===== src/core/pfd_defines.svh =====
`ifndef PFD_DEFINES_SVH
`define PFD_DEFINES_SVH

// ----------------------------------------------------------------
// five-unit character codes, impulse 1 in bit 0
// ----------------------------------------------------------------
`define PFD_CODE_BLANK   5'h00
`define PFD_CODE_SPACE   5'h04
`define PFD_CODE_SIGNAL  5'h05
`define PFD_CODE_LF      5'h02
`define PFD_CODE_CR      5'h08
`define PFD_CODE_LTRS    5'h1f
`define PFD_CODE_FIGS    5'h1b

// ----------------------------------------------------------------
// register byte offsets
// ----------------------------------------------------------------
`define PFD_OFS_CTRL     8'h00
`define PFD_OFS_STATUS   8'h04
`define PFD_OFS_LINE_LEN 8'h08
`define PFD_OFS_COLUMN   8'h0c

// ----------------------------------------------------------------
// field positions
// ----------------------------------------------------------------
`define PFD_CTRL_UNSHIFT_EN  0
`define PFD_CTRL_UNLOCK      1
`define PFD_STAT_FIGS        0
`define PFD_STAT_BLANK       1
`define PFD_STAT_LOCK        2
`define PFD_STAT_AUTO_EOL    3

// ----------------------------------------------------------------
// reset values and widths
// ----------------------------------------------------------------
`define PFD_COL_W            7
`define PFD_LINE_LEN_RST     7'h48
`define PFD_UNSHIFT_EN_RST   1'b1

`endif


===== src/core/pfd_pkg.sv =====
`include "pfd_defines.svh"

package pfd_pkg;

    // ----------------------------------------------------------------
    // shift state of the type basket
    // ----------------------------------------------------------------
    typedef enum logic {
        PFD_LETTERS,
        PFD_FIGURES
    } pfd_shift_t;

    // codes that work a function and never print
    function automatic logic pfd_is_function(input logic [4:0] code, input pfd_shift_t shift);
        logic fn;
        fn = (code == `PFD_CODE_BLANK) || (code == `PFD_CODE_SPACE) ||
             (code == `PFD_CODE_LF) || (code == `PFD_CODE_CR) ||
             (code == `PFD_CODE_LTRS) || (code == `PFD_CODE_FIGS) ||
             ((code == `PFD_CODE_SIGNAL) && (shift == PFD_FIGURES));
        return fn;
    endfunction : pfd_is_function

endpackage : pfd_pkg


===== src/core/pfd_blank_lock.sv =====
`timescale 1ns/1ns
`include "pfd_defines.svh"

module pfd_blank_lock (
    // clock and reset
    input  wire logic hclk,
    input  wire logic hresetn,
    // decoded character
    input  wire logic char_take,    // one character this cycle
    input  wire logic char_blank,   // the character is blank
    // software release
    input  wire logic unlock_req,
    // state
    output logic      blank_latch,
    output logic      lock
);

    logic latch_reg;   // first blank seen
    logic latch_next;
    logic lock_reg;    // keyboard locked
    logic lock_next;

    // ----------------------------------------------------------------
    // next state
    // ----------------------------------------------------------------
    always_comb begin
        latch_next = latch_reg;
        lock_next  = lock_reg;
        if (char_take) begin
            // lock is decided from the old latch, before it clears
            if (char_blank && latch_reg) begin
                lock_next = 1'b1;
            end
            // first blank only latches; any other code clears
            latch_next = char_blank && !latch_reg;
        end
        // release loses against a lock in the same cycle
        if (unlock_req && !(char_take && char_blank && latch_reg)) begin
            lock_next = 1'b0;
        end
    end

    // ----------------------------------------------------------------
    // registers
    // ----------------------------------------------------------------
    always_ff @(posedge hclk or negedge hresetn) begin
        if (!hresetn) begin
            latch_reg <= 1'b0;
            lock_reg  <= 1'b0;
        end else begin
            latch_reg <= latch_next;
            lock_reg  <= lock_next;
        end
    end

    assign blank_latch = latch_reg;
    assign lock        = lock_reg;

endmodule : pfd_blank_lock


===== src/core/pfd_column.sv =====
`timescale 1ns/1ns
`include "pfd_defines.svh"

module pfd_column (
    // clock and reset
    input  wire logic                   hclk,
    input  wire logic                   hresetn,
    // carriage motion
    input  wire logic                   advance,    // print or space
    input  wire logic                   ret,        // carriage return
    input  wire logic [`PFD_COL_W-1:0]  line_len,
    // position
    output logic      [`PFD_COL_W-1:0]  column,
    output logic                        near_end    // one character before the margin
);

    logic [`PFD_COL_W-1:0] col_reg;
    logic [`PFD_COL_W-1:0] col_next;
    logic [`PFD_COL_W-1:0] last_col;

    // ----------------------------------------------------------------
    // next position; the carriage stops at the last column
    // ----------------------------------------------------------------
    always_comb begin
        last_col = line_len - `PFD_COL_W'(1);
        col_next = col_reg;
        if (ret) begin
            col_next = '0;
        end else if (advance && (col_reg < last_col)) begin
            col_next = col_reg + `PFD_COL_W'(1);
        end
    end

    // ----------------------------------------------------------------
    // register
    // ----------------------------------------------------------------
    always_ff @(posedge hclk or negedge hresetn) begin
        if (!hresetn) begin
            col_reg <= '0;
        end else begin
            col_reg <= col_next;
        end
    end

    assign column   = col_reg;
    assign near_end = (col_reg == last_col);

endmodule : pfd_column


===== src/core/pfd_printer_function_decoder.sv =====
// Implementation choices: the register offsets and the AHB-Lite register port.
`timescale 1ns/1ns
`include "pfd_defines.svh"

module pfd_printer_function_decoder
    import pfd_pkg::*;
(
    // ahb-lite clock and reset
    input  wire logic        hclk,
    input  wire logic        hresetn,
    // ahb-lite slave
    input  wire logic        hsel,
    input  wire logic [31:0] haddr,
    input  wire logic [1:0]  htrans,
    input  wire logic        hwrite,
    input  wire logic [2:0]  hsize,
    input  wire logic [31:0] hwdata,
    input  wire logic        hready,
    output logic      [31:0] hrdata,
    output logic             hreadyout,
    output logic             hresp,
    // character selector
    input  wire logic [4:0]  char_code,
    input  wire logic        char_valid,
    // carriage end-of-line contact
    input  wire logic        eol_pin,
    // printer actions
    output logic             cr_pulse,
    output logic             lf_pulse,
    output logic             bell_pulse,
    output logic             print_pulse,
    output logic             space_pulse,
    output logic             kbd_lock,
    output logic             shift_figs
);

    // ----------------------------------------------------------------
    // declarations
    // ----------------------------------------------------------------
    // bus pipeline
    logic                  wr_pend_reg;      // write data phase due
    logic                  wr_pend_next;
    logic [7:0]            wr_addr_reg;      // byte offset of pending write
    logic [7:0]            wr_addr_next;
    logic [31:0]           rdata_reg;        // read data for next data phase
    logic [31:0]           rdata_next;
    logic                  addr_take;        // valid address phase
    // software state
    logic                  unshift_en_reg;   // unshift on space enabled
    logic                  unshift_en_next;
    logic [`PFD_COL_W-1:0] line_len_reg;     // characters per line
    logic [`PFD_COL_W-1:0] line_len_next;
    logic                  auto_seen_reg;    // sticky: an auto end-of-line fired
    logic                  auto_seen_next;
    logic                  unlock_req;       // write-one strobe to release lock
    // pin synchroniser
    logic                  eol_s1_reg;       // first stage, read only by second
    logic                  eol_s2_reg;
    logic                  eol_s3_reg;       // delayed copy for edge detect
    // decode state
    pfd_shift_t            shift_reg;
    pfd_shift_t            shift_next;
    logic                  near_end_d_reg;   // previous near-end level
    // action outputs
    logic                  cr_reg;
    logic                  cr_next;
    logic                  lf_reg;
    logic                  lf_next;
    logic                  bell_reg;
    logic                  bell_next;
    logic                  print_reg;
    logic                  print_next;
    logic                  space_reg;
    logic                  space_next;
    // decoded character
    logic                  is_blank;
    logic                  is_space;
    logic                  is_cr;
    logic                  is_lf;
    logic                  is_printing;
    logic                  auto_fire;
    // submodule outputs
    logic                  blank_latch;
    logic                  lock_w;
    logic [`PFD_COL_W-1:0] column;
    logic                  near_end;

    // ----------------------------------------------------------------
    // character decode
    // ----------------------------------------------------------------
    // the selector strobes each code for exactly one cycle
    always_comb begin
        is_blank    = char_valid && (char_code == `PFD_CODE_BLANK);
        is_space    = char_valid && (char_code == `PFD_CODE_SPACE);
        is_cr       = char_valid && (char_code == `PFD_CODE_CR);
        is_lf       = char_valid && (char_code == `PFD_CODE_LF);
        // functions never print, the space code among them
        is_printing = char_valid && !pfd_is_function(char_code, shift_reg);
    end

    // ----------------------------------------------------------------
    // automatic end-of-line
    // ----------------------------------------------------------------
    // fires on the carriage reaching one before the margin, either from the
    // column count or from the contact; a return or feed already arriving
    // this cycle makes it unnecessary
    // no received code starts the trigger; return and feed codes only block it
    always_comb begin
        auto_fire = ((near_end && !near_end_d_reg) || (eol_s2_reg && !eol_s3_reg)) &&
                    !is_cr && !is_lf;
    end

    // ----------------------------------------------------------------
    // action and shift next state
    // ----------------------------------------------------------------
    always_comb begin
        shift_next = shift_reg;
        if (char_valid) begin
            if (char_code == `PFD_CODE_LTRS) begin
                shift_next = PFD_LETTERS;
            end else if (char_code == `PFD_CODE_FIGS) begin
                shift_next = PFD_FIGURES;
            end else if (is_space && unshift_en_reg) begin
                // unshift only when the configuration bit allows it
                shift_next = PFD_LETTERS;
            end
        end
        // auto request drives both actions in the same cycle
        cr_next    = is_cr || auto_fire;
        lf_next    = is_lf || auto_fire;
        // seven-condition match: valid, five code bits and figures shift
        bell_next  = char_valid && (char_code == `PFD_CODE_SIGNAL) && (shift_reg == PFD_FIGURES);
        print_next = is_printing;
        // unshift does not suppress the spacing advance
        space_next = is_space;
    end

    always_ff @(posedge hclk or negedge hresetn) begin
        if (!hresetn) begin
            shift_reg      <= PFD_LETTERS;
            cr_reg         <= 1'b0;
            lf_reg         <= 1'b0;
            bell_reg       <= 1'b0;
            print_reg      <= 1'b0;
            space_reg      <= 1'b0;
            near_end_d_reg <= 1'b0;
        end else begin
            shift_reg      <= shift_next;
            cr_reg         <= cr_next;
            lf_reg         <= lf_next;
            bell_reg       <= bell_next;
            print_reg      <= print_next;
            space_reg      <= space_next;
            near_end_d_reg <= near_end;
        end
    end

    // ----------------------------------------------------------------
    // end-of-line contact synchroniser
    // ----------------------------------------------------------------
    // the contact is mechanical and asynchronous, so two stages first
    always_ff @(posedge hclk or negedge hresetn) begin
        if (!hresetn) begin
            eol_s1_reg <= 1'b0;
            eol_s2_reg <= 1'b0;
            eol_s3_reg <= 1'b0;
        end else begin
            eol_s1_reg <= eol_pin;
            eol_s2_reg <= eol_s1_reg;
            eol_s3_reg <= eol_s2_reg;
        end
    end

    // ----------------------------------------------------------------
    // blank latch and keyboard lock
    // ----------------------------------------------------------------
    pfd_blank_lock u_blank_lock (
        .hclk        (hclk),
        .hresetn     (hresetn),
        .char_take   (char_valid),
        .char_blank  (is_blank),
        .unlock_req  (unlock_req),
        .blank_latch (blank_latch),
        .lock        (lock_w)
    );

    // ----------------------------------------------------------------
    // carriage position
    // ----------------------------------------------------------------
    // printing characters and spaces move the carriage; a return homes it
    pfd_column u_column (
        .hclk     (hclk),
        .hresetn  (hresetn),
        .advance  (is_printing || is_space),
        .ret      (is_cr || auto_fire),
        .line_len (line_len_reg),
        .column   (column),
        .near_end (near_end)
    );

    // ----------------------------------------------------------------
    // ahb-lite slave, zero wait states
    // ----------------------------------------------------------------
    // read data is fetched in the address phase so hrdata leaves a flop;
    // a read directly after a write to the same word would see the old
    // value, which the single-transfer master never produces
    always_comb begin
        addr_take       = hsel && hready && htrans[1];
        wr_pend_next    = addr_take && hwrite;
        wr_addr_next    = addr_take ? haddr[7:0] : wr_addr_reg;
        rdata_next      = '0;
        unshift_en_next = unshift_en_reg;
        line_len_next   = line_len_reg;
        auto_seen_next  = auto_seen_reg;
        unlock_req      = 1'b0;
        // read mux; unmapped words read zero
        if (addr_take && !hwrite) begin
            case (haddr[7:0])
                `PFD_OFS_CTRL: begin
                    rdata_next[`PFD_CTRL_UNSHIFT_EN] = unshift_en_reg;
                end
                `PFD_OFS_STATUS: begin
                    rdata_next[`PFD_STAT_FIGS]     = (shift_reg == PFD_FIGURES);
                    rdata_next[`PFD_STAT_BLANK]    = blank_latch;
                    rdata_next[`PFD_STAT_LOCK]     = lock_w;
                    rdata_next[`PFD_STAT_AUTO_EOL] = auto_seen_reg;
                end
                `PFD_OFS_LINE_LEN: begin
                    rdata_next[`PFD_COL_W-1:0] = line_len_reg;
                end
                `PFD_OFS_COLUMN: begin
                    rdata_next[`PFD_COL_W-1:0] = column;
                end
                default: begin
                    rdata_next = '0;
                end
            endcase
        end
        // write data phase
        if (wr_pend_reg) begin
            case (wr_addr_reg)
                `PFD_OFS_CTRL: begin
                    unshift_en_next = hwdata[`PFD_CTRL_UNSHIFT_EN];
                    unlock_req      = hwdata[`PFD_CTRL_UNLOCK];
                end
                `PFD_OFS_STATUS: begin
                    // write one to clear the sticky flag
                    if (hwdata[`PFD_STAT_AUTO_EOL]) begin
                        auto_seen_next = 1'b0;
                    end
                end
                `PFD_OFS_LINE_LEN: begin
                    line_len_next = hwdata[`PFD_COL_W-1:0];
                end
                default: begin
                    unlock_req = 1'b0;   // read-only or unmapped: ignored
                end
            endcase
        end
        // a new event beats a clear in the same cycle
        if (auto_fire) begin
            auto_seen_next = 1'b1;
        end
    end

    always_ff @(posedge hclk or negedge hresetn) begin
        if (!hresetn) begin
            wr_pend_reg    <= 1'b0;
            wr_addr_reg    <= '0;
            rdata_reg      <= '0;
            unshift_en_reg <= `PFD_UNSHIFT_EN_RST;
            line_len_reg   <= `PFD_LINE_LEN_RST;
            auto_seen_reg  <= 1'b0;
        end else begin
            wr_pend_reg    <= wr_pend_next;
            wr_addr_reg    <= wr_addr_next;
            rdata_reg      <= rdata_next;
            unshift_en_reg <= unshift_en_next;
            line_len_reg   <= line_len_next;
            auto_seen_reg  <= auto_seen_next;
        end
    end

    // ----------------------------------------------------------------
    // outputs, each straight from a flop except the tied hreadyout and hresp
    // ----------------------------------------------------------------
    assign hrdata      = rdata_reg;
    assign hreadyout   = 1'b1;           // never stalls
    assign hresp       = 1'b0;           // always okay
    assign cr_pulse    = cr_reg;
    assign lf_pulse    = lf_reg;
    assign bell_pulse  = bell_reg;
    assign print_pulse = print_reg;
    assign space_pulse = space_reg;
    assign kbd_lock    = lock_w;
    assign shift_figs  = (shift_reg == PFD_FIGURES);

endmodule : pfd_printer_function_decoder


===== config.mk =====
export PLATFORM = sky130hd
export DESIGN_NAME = pfd_printer_function_decoder
export DESIGN_NICKNAME = d
export VERILOG_FILES = /design/src/core/pfd_pkg.sv /design/src/core/pfd_blank_lock.sv /design/src/core/pfd_column.sv /design/src/core/pfd_printer_function_decoder.sv
export VERILOG_INCLUDE_DIRS = /design/src /design/src/core
export SDC_FILE = /design/constraint.sdc
export NUM_CORES = 1
export LEC_CHECK = 0
export BUFFER_PORTS_ARGS = -buffer_cell sky130_fd_sc_hd__buf_4
export CAP_MARGIN = 20
export CORE_ASPECT_RATIO = 0.8
export CORE_UTILIZATION = 45
export CTS_CLUSTER_SIZE = 40
export DETAILED_ROUTE_END_ITERATION = 16
export MAX_ROUTING_LAYER = met4
export PLACE_DENSITY = 0.78
export SYNTH_ARGS = -nofsm -noshare
export SYNTH_HDL_FRONTEND = slang
export SYNTH_HIERARCHICAL = 1
export SYNTH_SLANG_ARGS = --single-unit
export TNS_END_PERCENT = 1

===== constraint.sdc =====
create_clock -name hclk -period 3.69 [get_ports hclk]
set_input_delay 0.369 -clock hclk [delete_from_list [all_inputs] [get_ports hclk]]
set_output_delay 0.369 -clock hclk [all_outputs]
set_load 0.02 [all_outputs]

# [Word-level counts from Yosys, hierarchy flattened]
# Cells that the tools add are included.
[totals] elab_cells=108 input_bits=81 register_bits=69 output_inout_bits=41
[classes] n_addsub=2 n_reduce_logical=56 eq_ne=12 muxes=18 n_lt_le_gt_ge=1
[op_table] cell="$eq 8x4->1 const B" count=3
[op_table] cell="$logic_and 1x1->1" count=23
[op_table] cell="$mux 7" count=3
[op_table] cell="$eq 8x3->1 const B" count=2
[op_table] cell="$logic_not 8->1" count=2
[op_table] cell="$mux 1" count=12
[op_table] cell="$reduce_bool 2->1" count=6
[op_table] cell="$eq 5x3->1 const B" count=2
[op_table] cell="$eq 5x5->1 const B" count=2
[op_table] cell="$logic_or 1x1->1" count=10
[op_table] cell="$pmux 3 s3" count=1
[op_table] cell="$logic_not 1->1" count=8
[op_table] cell="$reduce_and 2->1" count=4
[op_table] cell="$add 7x1->7 const B" count=1
[op_table] cell="$eq 7x7->1" count=1
[op_table] cell="$lt 7x7->1" count=1
[op_table] cell="$sub 7x1->7 const B" count=1
[op_table] cell="$pmux 3 s2" count=1
[op_table] cell="$eq 5x2->1 const B" count=1
[op_table] cell="$eq 5x4->1 const B" count=1
[op_table] cell="$logic_not 5->1" count=1
[op_table] cell="$pmux 1 s4" count=1
[op_table] cell="$reduce_and 3->1" count=1
[op_table] cell="$reduce_bool 3->1" count=1

# [Logic depth before layout (Yosys ltp)]
[logic_depth] word_depth=13 ltp_mapped=13 depth_no_buf=12

# [By module]
# Netlist, hierarchy kept.
[modules_own_cells] mod="pfd_printer_function_decoder" area_per_inst_um2=1784.2 cells_per_inst=165 seq_area_each_um2=879.6 n_inst=1
[modules_own_cells] mod="pfd_column" area_per_inst_um2=659.4 cells_per_inst=73 seq_area_each_um2=175.2 n_inst=1
[modules_own_cells] mod="pfd_blank_lock" area_per_inst_um2=77.6 cells_per_inst=7 seq_area_each_um2=50.0 n_inst=1

# [Least setup slack after synthesis]
# OpenSTA, ideal clock, no wires.
[synth_timing] path_kind="flip-flop to flip-flop" from="register line_len_reg[2]" to="register u_column.col_reg[5], in the netlist u_column/column[5]" setup_slack_ns=1.026 required_ns=3.562 path_buffers=1 t_arrival_ns=2.537 path_stages_with_launch=13 setup_ns=0.128 period_less_slack_ns=2.664 path_cell_list="dfrtp_1 nor3_1 nand3b_1 xor2_1 ha_1 nand4_1 nor2_1 nor2b_1 a311oi_1 a31oi_1 buf_1 nor2_1 mux2_1"
[synth_between] elab_chain_len=8 elab_cells_between_ends=11 classes_between="add/sub: 1; order compare: 1; eq/ne: 1; mux: 1; reduce/logical: 7"
[synth_rtl] item="start: declaration" line_no="pfd_printer_function_decoder.sv:51" source="logic [`PFD_COL_W-1:0] line_len_reg;"
[synth_rtl] item="start signal: assignment" line_no="pfd_printer_function_decoder.sv:272" source="line_len_reg <= `PFD_LINE_LEN_RST;"
[synth_rtl] item="start signal: assignment" line_no="pfd_printer_function_decoder.sv:279" source="line_len_reg <= line_len_next;"
[synth_rtl] item="$sub 7x1->7 (*)" line_no="pfd_column.sv:25" source="last_col = line_len - `PFD_COL_W'(1);"
[synth_rtl] item="$eq 7x7->1 (*)" line_no="pfd_column.sv:46" source="assign near_end = (col_reg == last_col);"
[synth_rtl] item="via near_end" line_no="pfd_printer_function_decoder.sv:86" source="logic near_end;"
[synth_rtl] item="$logic_and 1x1->1 (*)" line_no="pfd_printer_function_decoder.sv:109" source="auto_fire = ((near_end && !near_end_d_reg) || (eol_s2_reg && !eol_s3_reg)) &&"
[synth_rtl] item="$logic_or 1x1->1 (*)" line_no="pfd_printer_function_decoder.sv:109"
[synth_rtl] item="$logic_and 1x1->1 (*)" line_no="pfd_printer_function_decoder.sv:109"
[synth_rtl] item="$logic_and 1x1->1 (*)" line_no="pfd_printer_function_decoder.sv:110" source="!is_cr && !is_lf;"
[synth_rtl] item="$logic_or 1x1->1 (*)"
[synth_rtl] item="via cr_next" line_no="pfd_printer_function_decoder.sv:66" source="logic cr_next;"
[synth_rtl] item="$mux 7 or $reduce_bool 2->1 (tied branches)"
[synth_rtl] item="end signal: assignment" line_no="pfd_column.sv:41" source="col_reg <= col_next;"
[synth_rtl] item="end: declaration" line_no="pfd_column.sv:17" source="logic [`PFD_COL_W-1:0] col_reg;"
# The timed path passes the listed nets; every way through them passes the cells marked *.
# A chain may end at the register's enable or synchronous reset.

# [Worst setup path after layout]
[layout_timing] from="register line_len_reg[0]" to="register u_column.col_reg[6], in the netlist u_column/column[6]"
# Same word-level chain as after synthesis.

==> flow_summary.toml <==
[outcome]
status = "completed"

[logic_synthesis]
synth_area_um2 = 2520
synth_ff_type = "dfrtp_1"
ys_seq_area_frac = 0.438
synthCells = 245
syn_area_per_cell_um2 = 10.3
async_flop_share = 1.00
ys_types = 51
yosysWarnings = 6
synth_edf_count = 0
ys_ff_latch = 44

[global_routing]
first_global_vias = 1660
grt_max_degree = 45
grt_overflow = 0
grt_pass1_wl_um = 8000
grt_usage = 0.181
grt_antenna_before_repair = 0

[finish]
stdcell_area_um2 = 2920
fillCellCount = 462
drive_above_1_share = 0.258
largest_reg_flops = 8
area_growth_pct = 15.7
layout_commonest_cell = "buf_4"
n_antenna_cell = 0
mostFrequentLayoutCells = "buf_4, dfrtp_1, nand2_1"
nNetsFinal = 376

[detailed_routing]
wl_met2_um = 2370
wl_per_cell_um = 13.6
wl_met3_um = 239
avgViaCountPerCell = 5.15
first_pass_iters = 4
drt_iter0_drc = 125
top_layer = "met4"
drc_errors = 0
wirelength_um = 4940
ant_nets = 0
wl_met1_um = 2310
num_vias = 1865

[timing]
rsz0062_at_grt = "false"
hold_ws_ps = 51.3
period_share = 0.806
finalClockSkew_ps = 9.53
finalSetupTns_ps = 0
worst_pin_slew_ps = 554
drv_slew = 0
layout_min_cycle_time_ps = 2970
fin_ws_ps = 716
setup_viol = 0
hold_viol_final = 0
max_slew_margin = 0.627
max_freq_ghz = 0.336

[clock_network]
cts_hold_buf = 0
clock_sinks = 44
cts-buffers-inserted = 5
clockBufferDepth = 2
htree_levels = 2
cts_setup_buffers = 0
cts_tree = "built"
cts_resized = 0
path_clk_slew_ps = 80
ctsRootBufferMaster = "clkbuf_8"
clk_latency_ps = 300

[die]
pin_count = 122
core-area_um2 = 5210
initial_core_util = 0.484
rows = 23
die_width_um = 85.7
die-area_um2 = 5910
die_y_um = 69.0

[placement]
dp_slack_ps = 728
place_area_um2 = 2800
portBuffers = 41
dp_hpwl_um = 3770
gp_congestion = 0.818

[power]
power_density_nw_per_um2 = 412
power_leakage_nw = 1.39
irDropWorstVdd_v = 0.000245

[critical_path]
required_ps = 3870
r2r_end = "u_column/column[6]"
worstPathArrival_ps = 3150
regToRegSetupSlack_ps = 720
worstSetupEndpoint = "u_column/column[6]"
end_kind = "flip-flop"
worstSetupPathType = "reg -> reg"
critPathMaxFanout = 11
reg2regPathDepth = 13
cp-startpoint = "line_len_reg[0]"
r2r_start = "line_len_reg[0]"
cp-start-kind = "flip-flop"

[worst_hold_path]
hold_path.class = "in -> async"

[flow_run]
maxCapViolCount = 0
## critical path, cell delays in order, from the launching register on
cell and delay [ps]:
dfrtp_1 410, inv_1 120, ha_1 220, nand2_1 90
xor2_1 150, ha_1 350, nand4_1 190, nor2_1 220
nor2b_1 270, a311oi_1 70, a31oi_1 200, buf_4 210
nor2_1 60, mux2_1 300
## layout make-up
class,instances,area [um2],share of cell area
multi-input cells,182,1240,0.425
flip-flops and latches,44,1100,0.379
repair buffers,42,315,0.108
well taps,75,93.8,0.0322
clock buffers,6,82.6,0.0283
inverters,11,41.3,0.0142
clock inverters,2,38.8,0.0133
## logic make-up after synthesis
logic type	share of synthesized area
compound gates	0.0859
xor+xnor	0.0208
fa+ha+maj	0.0486
buf+inv	0.107
flops	0.438
mux	0.0903
other cells	0.00298
simple gates	0.206
## Yosys cell counts (all sizes together) (4+ instances only)
cell type / count / area share
a21oi: 7 / 0.020
buf: 31 / 0.088
dfrtp: 41 / 0.41
ha: 9 / 0.045
inv: 11 / 0.016
mux2: 14 / 0.066
mux2i: 4 / 0.016
nand2: 32 / 0.048
nand3: 13 / 0.031
nor2: 13 / 0.019
nor2b: 7 / 0.017
nor3: 6 / 0.012
nor4: 4 / 0.016
o21ai: 4 / 0.0079
## per-layer routing
layer / global-route usage / up-vias
met2: 0.288 / 59
met1: 0.242 / 913
met3: 0.0405 / 5
met5: - / -
met4: 0.0313 / 0
li1: - / 888
## power breakdown
group | internal, mW | switching (mW)
clock | 0.221 | 0.164
sequential | 0.527 | 0.0514
combinational | 0.103 | 0.134
## worst min path at each step
stage | from | endpoint | slack, ps | cells after the start
2_1_floorplan | hresetn | auto_seen_reg | 70 | 0
6_report | hresetn | u_column/column[5] | 50 | 1
3_3_place_gp | eol_s1_reg | eol_s2_reg | 340 | 0
5_1_grt | hresetn | line_len_reg[4] | 90 | 1
4_1_cts | hresetn | u_column/column[5] | 70 | 1
3_5_place_dp | eol_s1_reg | eol_s2_reg | 340 | 0
## stage by stage
step | total power [mW] | instances | util
2_1_floorplan | 0.761 | 270 | -
3_3_place_gp | 0.814 | 354 | 0.537
3_5_place_dp | 0.824 | 354 | 0.537
4_1_cts | 1.22 | 362 | 0.560
5_1_grt | 1.26 | 362 | 0.560
6_report | 1.20 | 362 | 0.560
No activity file was read; power rests on OpenSTA's default activity.
